## config.mk

```make
export PLATFORM = sky130hd
export DESIGN_NAME = rtcs_irq
export DESIGN_NICKNAME = d
export VERILOG_FILES = /design/src/pkg/rtcs_pkg.sv /design/src/pkg/rtcs_stamp_if.sv /design/src/logic/rtcs_irq.sv /design/src/logic/rtcs_stamp_mem.sv
export SDC_FILE = /design/constraint.sdc
export NUM_CORES = 1
export LEC_CHECK = 0
export BUFFER_PORTS_ARGS = -buffer_cell sky130_fd_sc_hd__buf_2
export CORE_MARGIN = 1.5
export CORE_UTILIZATION = 38
export DETAILED_ROUTE_END_ITERATION = 8
export PLACE_DENSITY_LB_ADDON = 0.2
export SYNTH_ARGS = -nofsm -noshare
export SYNTH_HDL_FRONTEND = slang
export SYNTH_HIERARCHICAL = 1
export SYNTH_SLANG_ARGS = --single-unit
```

## constraint.sdc

```tcl
create_clock -name ref_clk -period 1.45 [get_ports ref_clk]
set_input_delay 0.145 -clock ref_clk [delete_from_list [all_inputs] [get_ports ref_clk]]
set_output_delay 0.145 -clock ref_clk [all_outputs]
set_load 0.01 [all_outputs]
```

## src/pkg/rtcs_pkg.sv

```systemverilog
package rtcs_pkg;

    // Timestamp register offsets
    localparam logic [7:0] STAMP_MONTH_OFS  = 8'h17;
    localparam logic [7:0] STAMP_YEAR_OFS   = 8'h18;

    // Field layout of the captured month
    localparam int         MONTH_TENS_POS   = 4;
    localparam logic [7:0] MONTH_USED_MASK  = 8'h1F;

    // Field layout of the captured year
    localparam int         YEAR_TENS_LSB    = 4;
    localparam logic [7:0] YEAR_USED_MASK   = 8'hFF;

    // Values after reset
    localparam logic [7:0] STAMP_MONTH_RST  = 8'h00;
    localparam logic [7:0] STAMP_YEAR_RST   = 8'h00;
    localparam logic       FLAG_RST         = 1'b0;

    // Interrupt pulse lasts this many 64 Hz ticks
    localparam logic [1:0] PULSE_TICKS      = 2'h1;

    typedef enum logic [1:0] {
        RTCS_PULSE_IDLE,
        RTCS_PULSE_WAIT,
        RTCS_PULSE_ACTIVE
    } rtcs_pulse_st_t;

endpackage : rtcs_pkg

```

## src/pkg/rtcs_stamp_if.sv

```systemverilog
`timescale 1ns/1ps
interface rtcs_stamp_if;
    logic       wr_en;
    logic [7:0] wr_month;
    logic [7:0] wr_year;
    logic [7:0] rd_month;
    logic [7:0] rd_year;

    modport ctrl (output wr_en, output wr_month, output wr_year, input rd_month, input rd_year);
    modport mem  (input wr_en, input wr_month, input wr_year, output rd_month, output rd_year);
endinterface : rtcs_stamp_if
```

## src/logic/rtcs_irq.sv

```systemverilog
`timescale 1ns/1ps
// Operation
// RULE1 - Month stamp BCD: tens bit4, units 3..0
// RULE2 - Year stamp BCD: tens 7..4, units 3..0
// RULE3 - Stamping disabled: switch-over leaves stamps alone
// RULE4 - Enabled, flag clear: stamp, then set flag
// RULE5 - Enabled, flag set: ignore switch and tamper
// RULE6 - Open-drain active-low request, released when disabled
// RULE7 - Seven sources merged onto one request
// RULE8 - Level sources follow their flags, never pulse
// RULE9 - Host clears tick, countdown, alarm, stamp, switch
// RULE10 - Watchdog flag read-only, writes ignored
// RULE11 - Cell-low flag read-only, cleared by detector
// RULE12 - Minute and second enables are independent; here the second enable masks minute events
// RULE13 - Tick flag set per enabled increment
// RULE14 - Pulse mode pulses, else level until cleared
// RULE15 - Tick pulse lasts one 64 Hz period
// RULE16 - Countdown request gated by its enable
// RULE17 - Countdown pulses per period or follows flag
// RULE18 - Clearing flag cuts running pulse short
// RULE19 - Alarm request follows alarm flag
// RULE20 - Stamp request follows stamp flags
// RULE21 - Switch-over request follows switch flag
// RULE22 - Request is OR of all enabled sources
// RULE23 - Clear writes registered before acting on generators
module rtcs_irq
    import rtcs_pkg::*;
(
    input  wire logic       ref_clk,
    input  wire logic       arst_n,
    input  wire logic       clk_en,
    input  wire logic       tick_64hz,
    input  wire logic       sec_inc,
    input  wire logic       min_inc,
    input  wire logic       countdown_event,
    input  wire logic       alarm_event,
    input  wire logic       tamper_mid_event,
    input  wire logic       tamper_gnd_event,
    input  wire logic       backup_switch_event,
    input  wire logic       watchdog_expired,
    input  wire logic       cell_low,
    input  wire logic [7:0] cur_month,
    input  wire logic [7:0] cur_year,
    input  wire logic       slow_tick_irq_en,
    input  wire logic       sec_tick_irq_en,
    input  wire logic       countdown_irq_en,
    input  wire logic       alarm_irq_en,
    input  wire logic       stamp_irq_en,
    input  wire logic       backup_switch_irq_en,
    input  wire logic       cell_low_irq_en,
    input  wire logic       watchdog_irq_en,
    input  wire logic       pulse_mode_sel,
    input  wire logic       backup_event_stamp_en,
    input  wire logic       stamp_keep_first,
    input  wire logic       clr_tick,
    input  wire logic       clr_countdown,
    input  wire logic       clr_alarm,
    input  wire logic       clr_stamp1,
    input  wire logic       clr_stamp2,
    input  wire logic       clr_backup,
    output logic            irq_n_o,
    output logic            irq_n_oe,
    output logic            tick_flag,
    output logic            countdown_flag,
    output logic            alarm_flag,
    output logic [1:0]      stamp_flags,
    output logic            backup_switch_flag,
    output logic            watchdog_expired_flag,
    output logic            cell_low_flag,
    output logic [7:0]      stamp_month_reg,
    output logic [7:0]      stamp_year_reg
);

    ////////////////////////////////////////////////////////////////////////////
    // Declarations

    logic           tick_flag_ff;
    logic           countdown_flag_ff;
    logic           alarm_flag_ff;
    logic [1:0]     stamp_flags_ff;
    logic           backup_flag_ff;
    logic           wdt_flag_ff;
    logic           cell_flag_ff;
    logic           irq_oe_ff;
    logic           irq_n_ff;
    logic [7:0]     month_out_ff;
    logic [7:0]     year_out_ff;

    logic           clr_tick_ff;
    logic           clr_cd_ff;
    logic           clr_alarm_ff;
    logic           clr_st1_ff;
    logic           clr_st2_ff;
    logic           clr_bk_ff;

    rtcs_pulse_st_t tick_st_ff;
    rtcs_pulse_st_t nxt_tick_st;
    rtcs_pulse_st_t cd_st_ff;
    rtcs_pulse_st_t nxt_cd_st;
    logic [1:0]     tick_cnt_ff;
    logic [1:0]     cd_cnt_ff;

    logic           tick_set;
    logic           stamp_frozen;
    logic           bk_stamp;
    logic           ts_accept;
    logic           ts_store;
    logic           tick_req;
    logic           cd_req;
    logic           irq_any;

    rtcs_stamp_if   stamp_bus ();

    ////////////////////////////////////////////////////////////////////////////
    // Clear strobes

    // Clears are captured once so every generator sees the same clean strobe
    always_ff @(posedge ref_clk or negedge arst_n) begin
        if (!arst_n) begin
            clr_tick_ff  <= 1'b0;
            clr_cd_ff    <= 1'b0;
            clr_alarm_ff <= 1'b0;
            clr_st1_ff   <= 1'b0;
            clr_st2_ff   <= 1'b0;
            clr_bk_ff    <= 1'b0;
        end else if (clk_en) begin
            clr_tick_ff  <= clr_tick; // RULE23
            clr_cd_ff    <= clr_countdown; // RULE23
            clr_alarm_ff <= clr_alarm;
            clr_st1_ff   <= clr_stamp1;
            clr_st2_ff   <= clr_stamp2;
            clr_bk_ff    <= clr_backup;
        end
    end

    ////////////////////////////////////////////////////////////////////////////
    // Event qualification

    // Second enable dominates, so a coincident minute event adds nothing
    assign tick_set = (sec_tick_irq_en && sec_inc) || // RULE12
                      (slow_tick_irq_en && !sec_tick_irq_en && min_inc); // RULE13

    assign stamp_frozen = backup_event_stamp_en && backup_flag_ff;
    assign bk_stamp     = backup_switch_event && backup_event_stamp_en && !backup_flag_ff; // RULE4
    assign ts_accept    = (tamper_mid_event || tamper_gnd_event) && !stamp_frozen; // RULE5
    // In keep-first mode a pending stamp is not overwritten by later tamper events
    assign ts_store     = (ts_accept && !(stamp_keep_first && (stamp_flags_ff != 2'h0))) ||
                          bk_stamp; // RULE3

    ////////////////////////////////////////////////////////////////////////////
    // Flags, set wins over clear

    always_ff @(posedge ref_clk or negedge arst_n) begin
        if (!arst_n) begin
            tick_flag_ff <= FLAG_RST;
        end else if (clk_en) begin
            if (tick_set) begin
                tick_flag_ff <= 1'b1; // RULE13
            end else if (clr_tick_ff) begin
                tick_flag_ff <= 1'b0; // RULE9
            end
        end
    end

    always_ff @(posedge ref_clk or negedge arst_n) begin
        if (!arst_n) begin
            countdown_flag_ff <= FLAG_RST;
        end else if (clk_en) begin
            if (countdown_event) begin
                countdown_flag_ff <= 1'b1;
            end else if (clr_cd_ff) begin
                countdown_flag_ff <= 1'b0; // RULE9
            end
        end
    end

    always_ff @(posedge ref_clk or negedge arst_n) begin
        if (!arst_n) begin
            alarm_flag_ff <= FLAG_RST;
        end else if (clk_en) begin
            if (alarm_event) begin
                alarm_flag_ff <= 1'b1;
            end else if (clr_alarm_ff) begin
                alarm_flag_ff <= 1'b0; // RULE9
            end
        end
    end

    // Bit 0 marks any tamper event, bit 1 only the grounded one
    always_ff @(posedge ref_clk or negedge arst_n) begin
        if (!arst_n) begin
            stamp_flags_ff <= 2'h0;
        end else if (clk_en) begin
            if (ts_accept) begin
                stamp_flags_ff[0] <= 1'b1; // RULE5
            end else if (clr_st1_ff) begin
                stamp_flags_ff[0] <= 1'b0; // RULE9
            end
            if (ts_accept && tamper_gnd_event) begin
                stamp_flags_ff[1] <= 1'b1;
            end else if (clr_st2_ff) begin
                stamp_flags_ff[1] <= 1'b0; // RULE9
            end
        end
    end

    // Switch-over flag rises on every switch-over, stamping or not
    always_ff @(posedge ref_clk or negedge arst_n) begin
        if (!arst_n) begin
            backup_flag_ff <= FLAG_RST;
        end else if (clk_en) begin
            if (backup_switch_event) begin
                backup_flag_ff <= 1'b1; // RULE4
            end else if (clr_bk_ff) begin
                backup_flag_ff <= 1'b0; // RULE9
            end
        end
    end

    // Read-only flags mirror their sources; no host clear path exists
    always_ff @(posedge ref_clk or negedge arst_n) begin
        if (!arst_n) begin
            wdt_flag_ff  <= FLAG_RST;
            cell_flag_ff <= FLAG_RST;
        end else if (clk_en) begin
            wdt_flag_ff  <= watchdog_expired; // RULE10
            cell_flag_ff <= cell_low; // RULE11
        end
    end

    ////////////////////////////////////////////////////////////////////////////
    // Timestamp capture

    assign stamp_bus.wr_en    = ts_store && clk_en;
    assign stamp_bus.wr_month = cur_month;
    assign stamp_bus.wr_year  = cur_year;

    rtcs_stamp_mem u_stamp_mem (
        .ref_clk (ref_clk),
        .arst_n  (arst_n),
        .clk_en  (clk_en),
        .st      (stamp_bus.mem)
    );

    ////////////////////////////////////////////////////////////////////////////
    // Pulse generators

    // A pulse waits for the next 64 Hz edge so its width is one full period
    always_comb begin
        nxt_tick_st = tick_st_ff;
        case (tick_st_ff)
            RTCS_PULSE_IDLE: begin
                if (tick_set && pulse_mode_sel) begin
                    nxt_tick_st = RTCS_PULSE_WAIT;
                end
            end
            RTCS_PULSE_WAIT: begin
                if (!tick_flag_ff || clr_tick_ff) begin
                    nxt_tick_st = RTCS_PULSE_IDLE; // RULE18
                end else if (tick_64hz) begin
                    nxt_tick_st = RTCS_PULSE_ACTIVE; // RULE15
                end
            end
            RTCS_PULSE_ACTIVE: begin
                if (clr_tick_ff) begin
                    nxt_tick_st = RTCS_PULSE_IDLE; // RULE18
                end else if (tick_64hz && tick_cnt_ff == PULSE_TICKS) begin
                    nxt_tick_st = RTCS_PULSE_IDLE; // RULE15
                end
            end
            default: begin
                nxt_tick_st = RTCS_PULSE_IDLE;
            end
        endcase
    end

    always_comb begin
        nxt_cd_st = cd_st_ff;
        case (cd_st_ff)
            RTCS_PULSE_IDLE: begin
                if (countdown_event && pulse_mode_sel) begin
                    nxt_cd_st = RTCS_PULSE_WAIT; // RULE17
                end
            end
            RTCS_PULSE_WAIT: begin
                if (!countdown_flag_ff || clr_cd_ff) begin
                    nxt_cd_st = RTCS_PULSE_IDLE; // RULE18
                end else if (tick_64hz) begin
                    nxt_cd_st = RTCS_PULSE_ACTIVE;
                end
            end
            RTCS_PULSE_ACTIVE: begin
                if (clr_cd_ff) begin
                    nxt_cd_st = RTCS_PULSE_IDLE; // RULE18
                end else if (tick_64hz && cd_cnt_ff == PULSE_TICKS) begin
                    nxt_cd_st = RTCS_PULSE_IDLE;
                end
            end
            default: begin
                nxt_cd_st = RTCS_PULSE_IDLE;
            end
        endcase
    end

    always_ff @(posedge ref_clk or negedge arst_n) begin
        if (!arst_n) begin
            tick_st_ff <= RTCS_PULSE_IDLE;
            cd_st_ff   <= RTCS_PULSE_IDLE;
        end else if (clk_en) begin
            tick_st_ff <= nxt_tick_st;
            cd_st_ff   <= nxt_cd_st;
        end
    end

    // Counts 64 Hz edges seen while the pulse is active
    always_ff @(posedge ref_clk or negedge arst_n) begin
        if (!arst_n) begin
            tick_cnt_ff <= 2'h0;
            cd_cnt_ff   <= 2'h0;
        end else if (clk_en) begin
            if (nxt_tick_st != RTCS_PULSE_ACTIVE) begin
                tick_cnt_ff <= 2'h0;
            end else if (tick_st_ff == RTCS_PULSE_WAIT) begin
                tick_cnt_ff <= 2'h1;
            end else if (tick_64hz) begin
                tick_cnt_ff <= tick_cnt_ff + 2'h1;
            end
            if (nxt_cd_st != RTCS_PULSE_ACTIVE) begin
                cd_cnt_ff <= 2'h0;
            end else if (cd_st_ff == RTCS_PULSE_WAIT) begin
                cd_cnt_ff <= 2'h1;
            end else if (cd_64hz_step(tick_64hz)) begin
                cd_cnt_ff <= cd_cnt_ff + 2'h1;
            end
        end
    end

    function automatic logic cd_64hz_step(input logic t);
        return t;
    endfunction : cd_64hz_step

    ////////////////////////////////////////////////////////////////////////////
    // Request merge

    assign tick_req = (slow_tick_irq_en || sec_tick_irq_en) &&
                      (pulse_mode_sel ? (tick_st_ff == RTCS_PULSE_ACTIVE) : tick_flag_ff); // RULE14
    assign cd_req   = countdown_irq_en && // RULE16
                      (pulse_mode_sel ? (cd_st_ff == RTCS_PULSE_ACTIVE) : countdown_flag_ff); // RULE17

    assign irq_any = tick_req || cd_req || // RULE7
                     (watchdog_irq_en && wdt_flag_ff) || // RULE8
                     (alarm_irq_en && alarm_flag_ff) || // RULE19
                     (stamp_irq_en && (stamp_flags_ff != 2'h0)) || // RULE20
                     (backup_switch_irq_en && backup_flag_ff) || // RULE21
                     (cell_low_irq_en && cell_flag_ff); // RULE22

    // Pin only ever pulls low; released means not driven
    always_ff @(posedge ref_clk or negedge arst_n) begin
        if (!arst_n) begin
            irq_oe_ff <= 1'b0;
            irq_n_ff  <= 1'b0;
        end else if (clk_en) begin
            irq_oe_ff <= irq_any; // RULE6
            irq_n_ff  <= 1'b0;
        end
    end

    ////////////////////////////////////////////////////////////////////////////
    // Outputs

    // Stamp values re-registered so every output leaves a flip-flop
    always_ff @(posedge ref_clk or negedge arst_n) begin
        if (!arst_n) begin
            month_out_ff <= STAMP_MONTH_RST;
            year_out_ff  <= STAMP_YEAR_RST;
        end else if (clk_en) begin
            month_out_ff <= stamp_bus.rd_month;
            year_out_ff  <= stamp_bus.rd_year;
        end
    end

    assign irq_n_o               = irq_n_ff;
    assign irq_n_oe              = irq_oe_ff;
    assign tick_flag             = tick_flag_ff;
    assign countdown_flag        = countdown_flag_ff;
    assign alarm_flag            = alarm_flag_ff;
    assign stamp_flags           = stamp_flags_ff;
    assign backup_switch_flag    = backup_flag_ff;
    assign watchdog_expired_flag = wdt_flag_ff;
    assign cell_low_flag         = cell_flag_ff;
    assign stamp_month_reg       = month_out_ff;
    assign stamp_year_reg        = year_out_ff;

endmodule : rtcs_irq

```

## src/logic/rtcs_stamp_mem.sv

```systemverilog
`timescale 1ns/1ps
module rtcs_stamp_mem
    import rtcs_pkg::*;
(
    input  wire logic ref_clk,
    input  wire logic arst_n,
    input  wire logic clk_en,
    rtcs_stamp_if.mem st
);

    logic [7:0] month_ff;
    logic [7:0] year_ff;

    // Unused month bits are forced to zero so they always read as zero
    always_ff @(posedge ref_clk or negedge arst_n) begin
        if (!arst_n) begin
            month_ff <= STAMP_MONTH_RST;
        end else if (clk_en && st.wr_en) begin
            month_ff <= st.wr_month & MONTH_USED_MASK; // RULE1
        end
    end

    always_ff @(posedge ref_clk or negedge arst_n) begin
        if (!arst_n) begin
            year_ff <= STAMP_YEAR_RST;
        end else if (clk_en && st.wr_en) begin
            year_ff <= st.wr_year & YEAR_USED_MASK; // RULE2
        end
    end

    assign st.rd_month = month_ff;
    assign st.rd_year  = year_ff;

endmodule : rtcs_stamp_mem

```

==> results_dict.tcl <==
set metrics [dict create \
    powerDensity_nw_per_um2 1280 \
    wl_met3_um 345 \
    synth-async-reset-ratio 1.00 \
    cp_slowest_cell "dfrtp_1" \
    fillerInstances 565 \
    dr.max_layer_used "met4" \
    syn_inst 186 \
    cts_buffers 5 \
    syn_area_um2 2320 \
    cp-start-kind "flip-flop" \
    ir_worst_vdd_uv 775 \
    layout-drive-gt1-share 0.375 \
    wl_met1_um 1910 \
    synthTopCellsByArea "dfrtp_1, mux2_1, mux2_4" \
    seqCellArea_um2 1300 \
    clock-root-buffer "clkbuf_8" \
    min-delay-start "cell_low" \
    critPathTopFamily "compound AO/OA/AOI/OAI gates" \
    fin_cells 331 \
    grt_max_degree 53 \
    grt_pass1_vias 1542 \
    dieArea_um2 6580 \
    track_usage 0.142 \
    worst_slack_ns -0.00405 \
    netlist-cell-type-count 39 \
    start_util 0.391 \
    hold_violations 0 \
    synth_top_cell_by_area "dfrtp_1" \
    antenna_found_initial 0 \
    syn_avg_cell_area_um2 12.5 \
    grt_setup_unrepaired "true" \
    fp.dieH_um 81.1 \
    synth-edff-count 0 \
    arrival_ns 1.63 \
    holdCritPathClass "in -> reg" \
    violations "negative setup slack" \
    routed_wl_um 4210 \
    end_kind "flip-flop" \
    core_area_um2 5920 \
    crit_type "reg -> reg" \
    fp-row-count 28 \
    critPathBufInv 1 \
    max_freq_mhz 688 \
    setup_viol 1 \
    routed_via_density 4.83 \
    antenna_cells 0 \
    die_w_um 81.1 \
    wl_met2_um 1940 \
    multi_input_area_um2 930 \
    overflow 0 \
    path_max_fanout 3 \
    synth_top_area_frac 0.562 \
    layout_common_cells "buf_2, dfrtp_1, nand2_1, mux2_1, mux2_4" \
    dr.pass1.iters 4 \
    ff2ff_path_depth 5 \
    seq_area_frac_synth 0.562 \
    maxSlewViolCount 0 \
    cts_max_level 2 \
    ys_ff_latch 52 \
    cts_setup_buffers 0 \
    clk_path_buf_depth 2 \
    dr_total_vias 1600 \
    cap_violations 0 \
    grt_first_pass_wirelength_um 6980 \
    boundaryPins 72 \
    cpPeakStageDelay_ns 0.40 \
    dp_hpwl_um 3050 \
    ys_dominant_reg_cell "dfrtp_1" \
    cp_data_required_time_ns 1.63 \
    final_common_cell "buf_2" \
    hold-path-cell-count 2 \
    cp-startpoint "backup_switch_flag" \
    r2r_start "backup_switch_flag" \
    io_buffers 67 \
    hold_ws_ns 0.0636 \
    cts_tree "yes" \
    fin_nets 304 \
    period_minus_slack_ns 1.45 \
    drtIter0Drc 54 \
    critical_path_cell_count 5 \
    area_growth_pct 23.4 \
    outcome "finished with violations" \
    min_period_over_period 1.00 \
    yosys_warnings 6 \
    path_cells "buf_6, a222oi_1, nand4_1, a311oi_2, a21oi_1" \
    clkSlewWorstSetupHoldPaths_ns 0.09 \
    detail_route.wl_per_cell_um 12.7 \
    numClockSinks 52 \
    clkLatencyLatePin_ns 0.29 \
    leakagePower_uw 0.00138 \
    fin_skew_ns 0.00525 \
    ant_nets 0 \
    route.detailed.drc 0 \
    numPlacedInstances 323 \
    place_congestion 0.775 \
]
## cell type report
cell class | count | area share
flip-flops and latches | 52 | 0.455
multi-input cells | 117 | 0.325
repair buffers | 73 | 0.144
clock buffers | 7 | 0.0337
well taps | 75 | 0.0328
inverters | 7 | 0.00919
## worst reg2reg max path, stage by stage (launching register included)
cell and delay, ns:
dfrtp_1 0.40, buf_6 0.12, a222oi_1 0.26, nand4_1 0.22
a311oi_2 0.24, a21oi_1 0.09
## power breakdown
part | internal, uW | switching [uW]
registers | 1780 | 181
clock network | 425 | 422
logic | 484 | 375
## what timing repair did
| item | in CTS | in global routing |
|---|---|---|
| resized for setup | 1 | 1 |
| hold buffers | 1 | 0 |
| setup endpoints to repair | 1 | 14 |
| pin swaps | 4 | 3 |
| hold endpoints to repair | 52 | 0 |
## metrics by stage
step	setup TNS (ns)	cell area [um2]	power (uW)	worst slack [ns]	util
6_report	-0.00405	2860	3660	-0.00405	0.483
5_1_grt	-0.427	2860	3920	-0.0905	0.483
3_3_place_gp	0	2740	2840	0.0360	0.463
4_1_cts	-0.0200	2850	3740	-0.0200	0.482
2_1_floorplan	0	2330	2480	0.0234	-
3_5_place_dp	-0.0241	2740	2860	-0.0241	0.463
## synth_stat cells, drive strengths merged (2+ instances only)
cell	number
o22ai	3
nand2b	2
and2b	3
a22o	2
mux2	38
a21oi	4
o41ai	3
o21a	2
inv	7
conb	2
buf	10
nor2	6
o21ai	6
nand2	25
dfrtp	52
ha	2
clkbuf	2
nand4b	2
a32oi	2
## cells by family (layout without fill, tap and decap cells)
family	Yosys count	after routing	synth area share
buffers and inverters	19	87	0.0432
multiplexers	38	38	0.201
other	2	4	0.00324
AND/OR/NAND/NOR	43	43	0.0875
AO/OA/AOI/OAI	30	30	0.0929
adder cells (fa/ha/maj)	2	2	0.0108
flip-flops	52	52	0.562
## final timing paths
kind	end	slack [ns]
max	irq_n_oe	-0.004
min	cell_low_flag	0.06
max reg2reg	irq_n_oe	-0.004
min reg2reg	stamp_year_reg[0]	0.49
max in group asynchronous	clr_st2_ff	0.85
min in group asynchronous	stamp_month_reg[5]	0.36
## per-layer routing
layer / up-vias / GRT usage
met5: - / 0
met4: 0 / 0.0517
met3: 2 / 0.0551
met2: 41 / 0.217
met1: 769 / 0.182
li1: 788 / -
No activity file was read; power rests on OpenSTA's default activity.
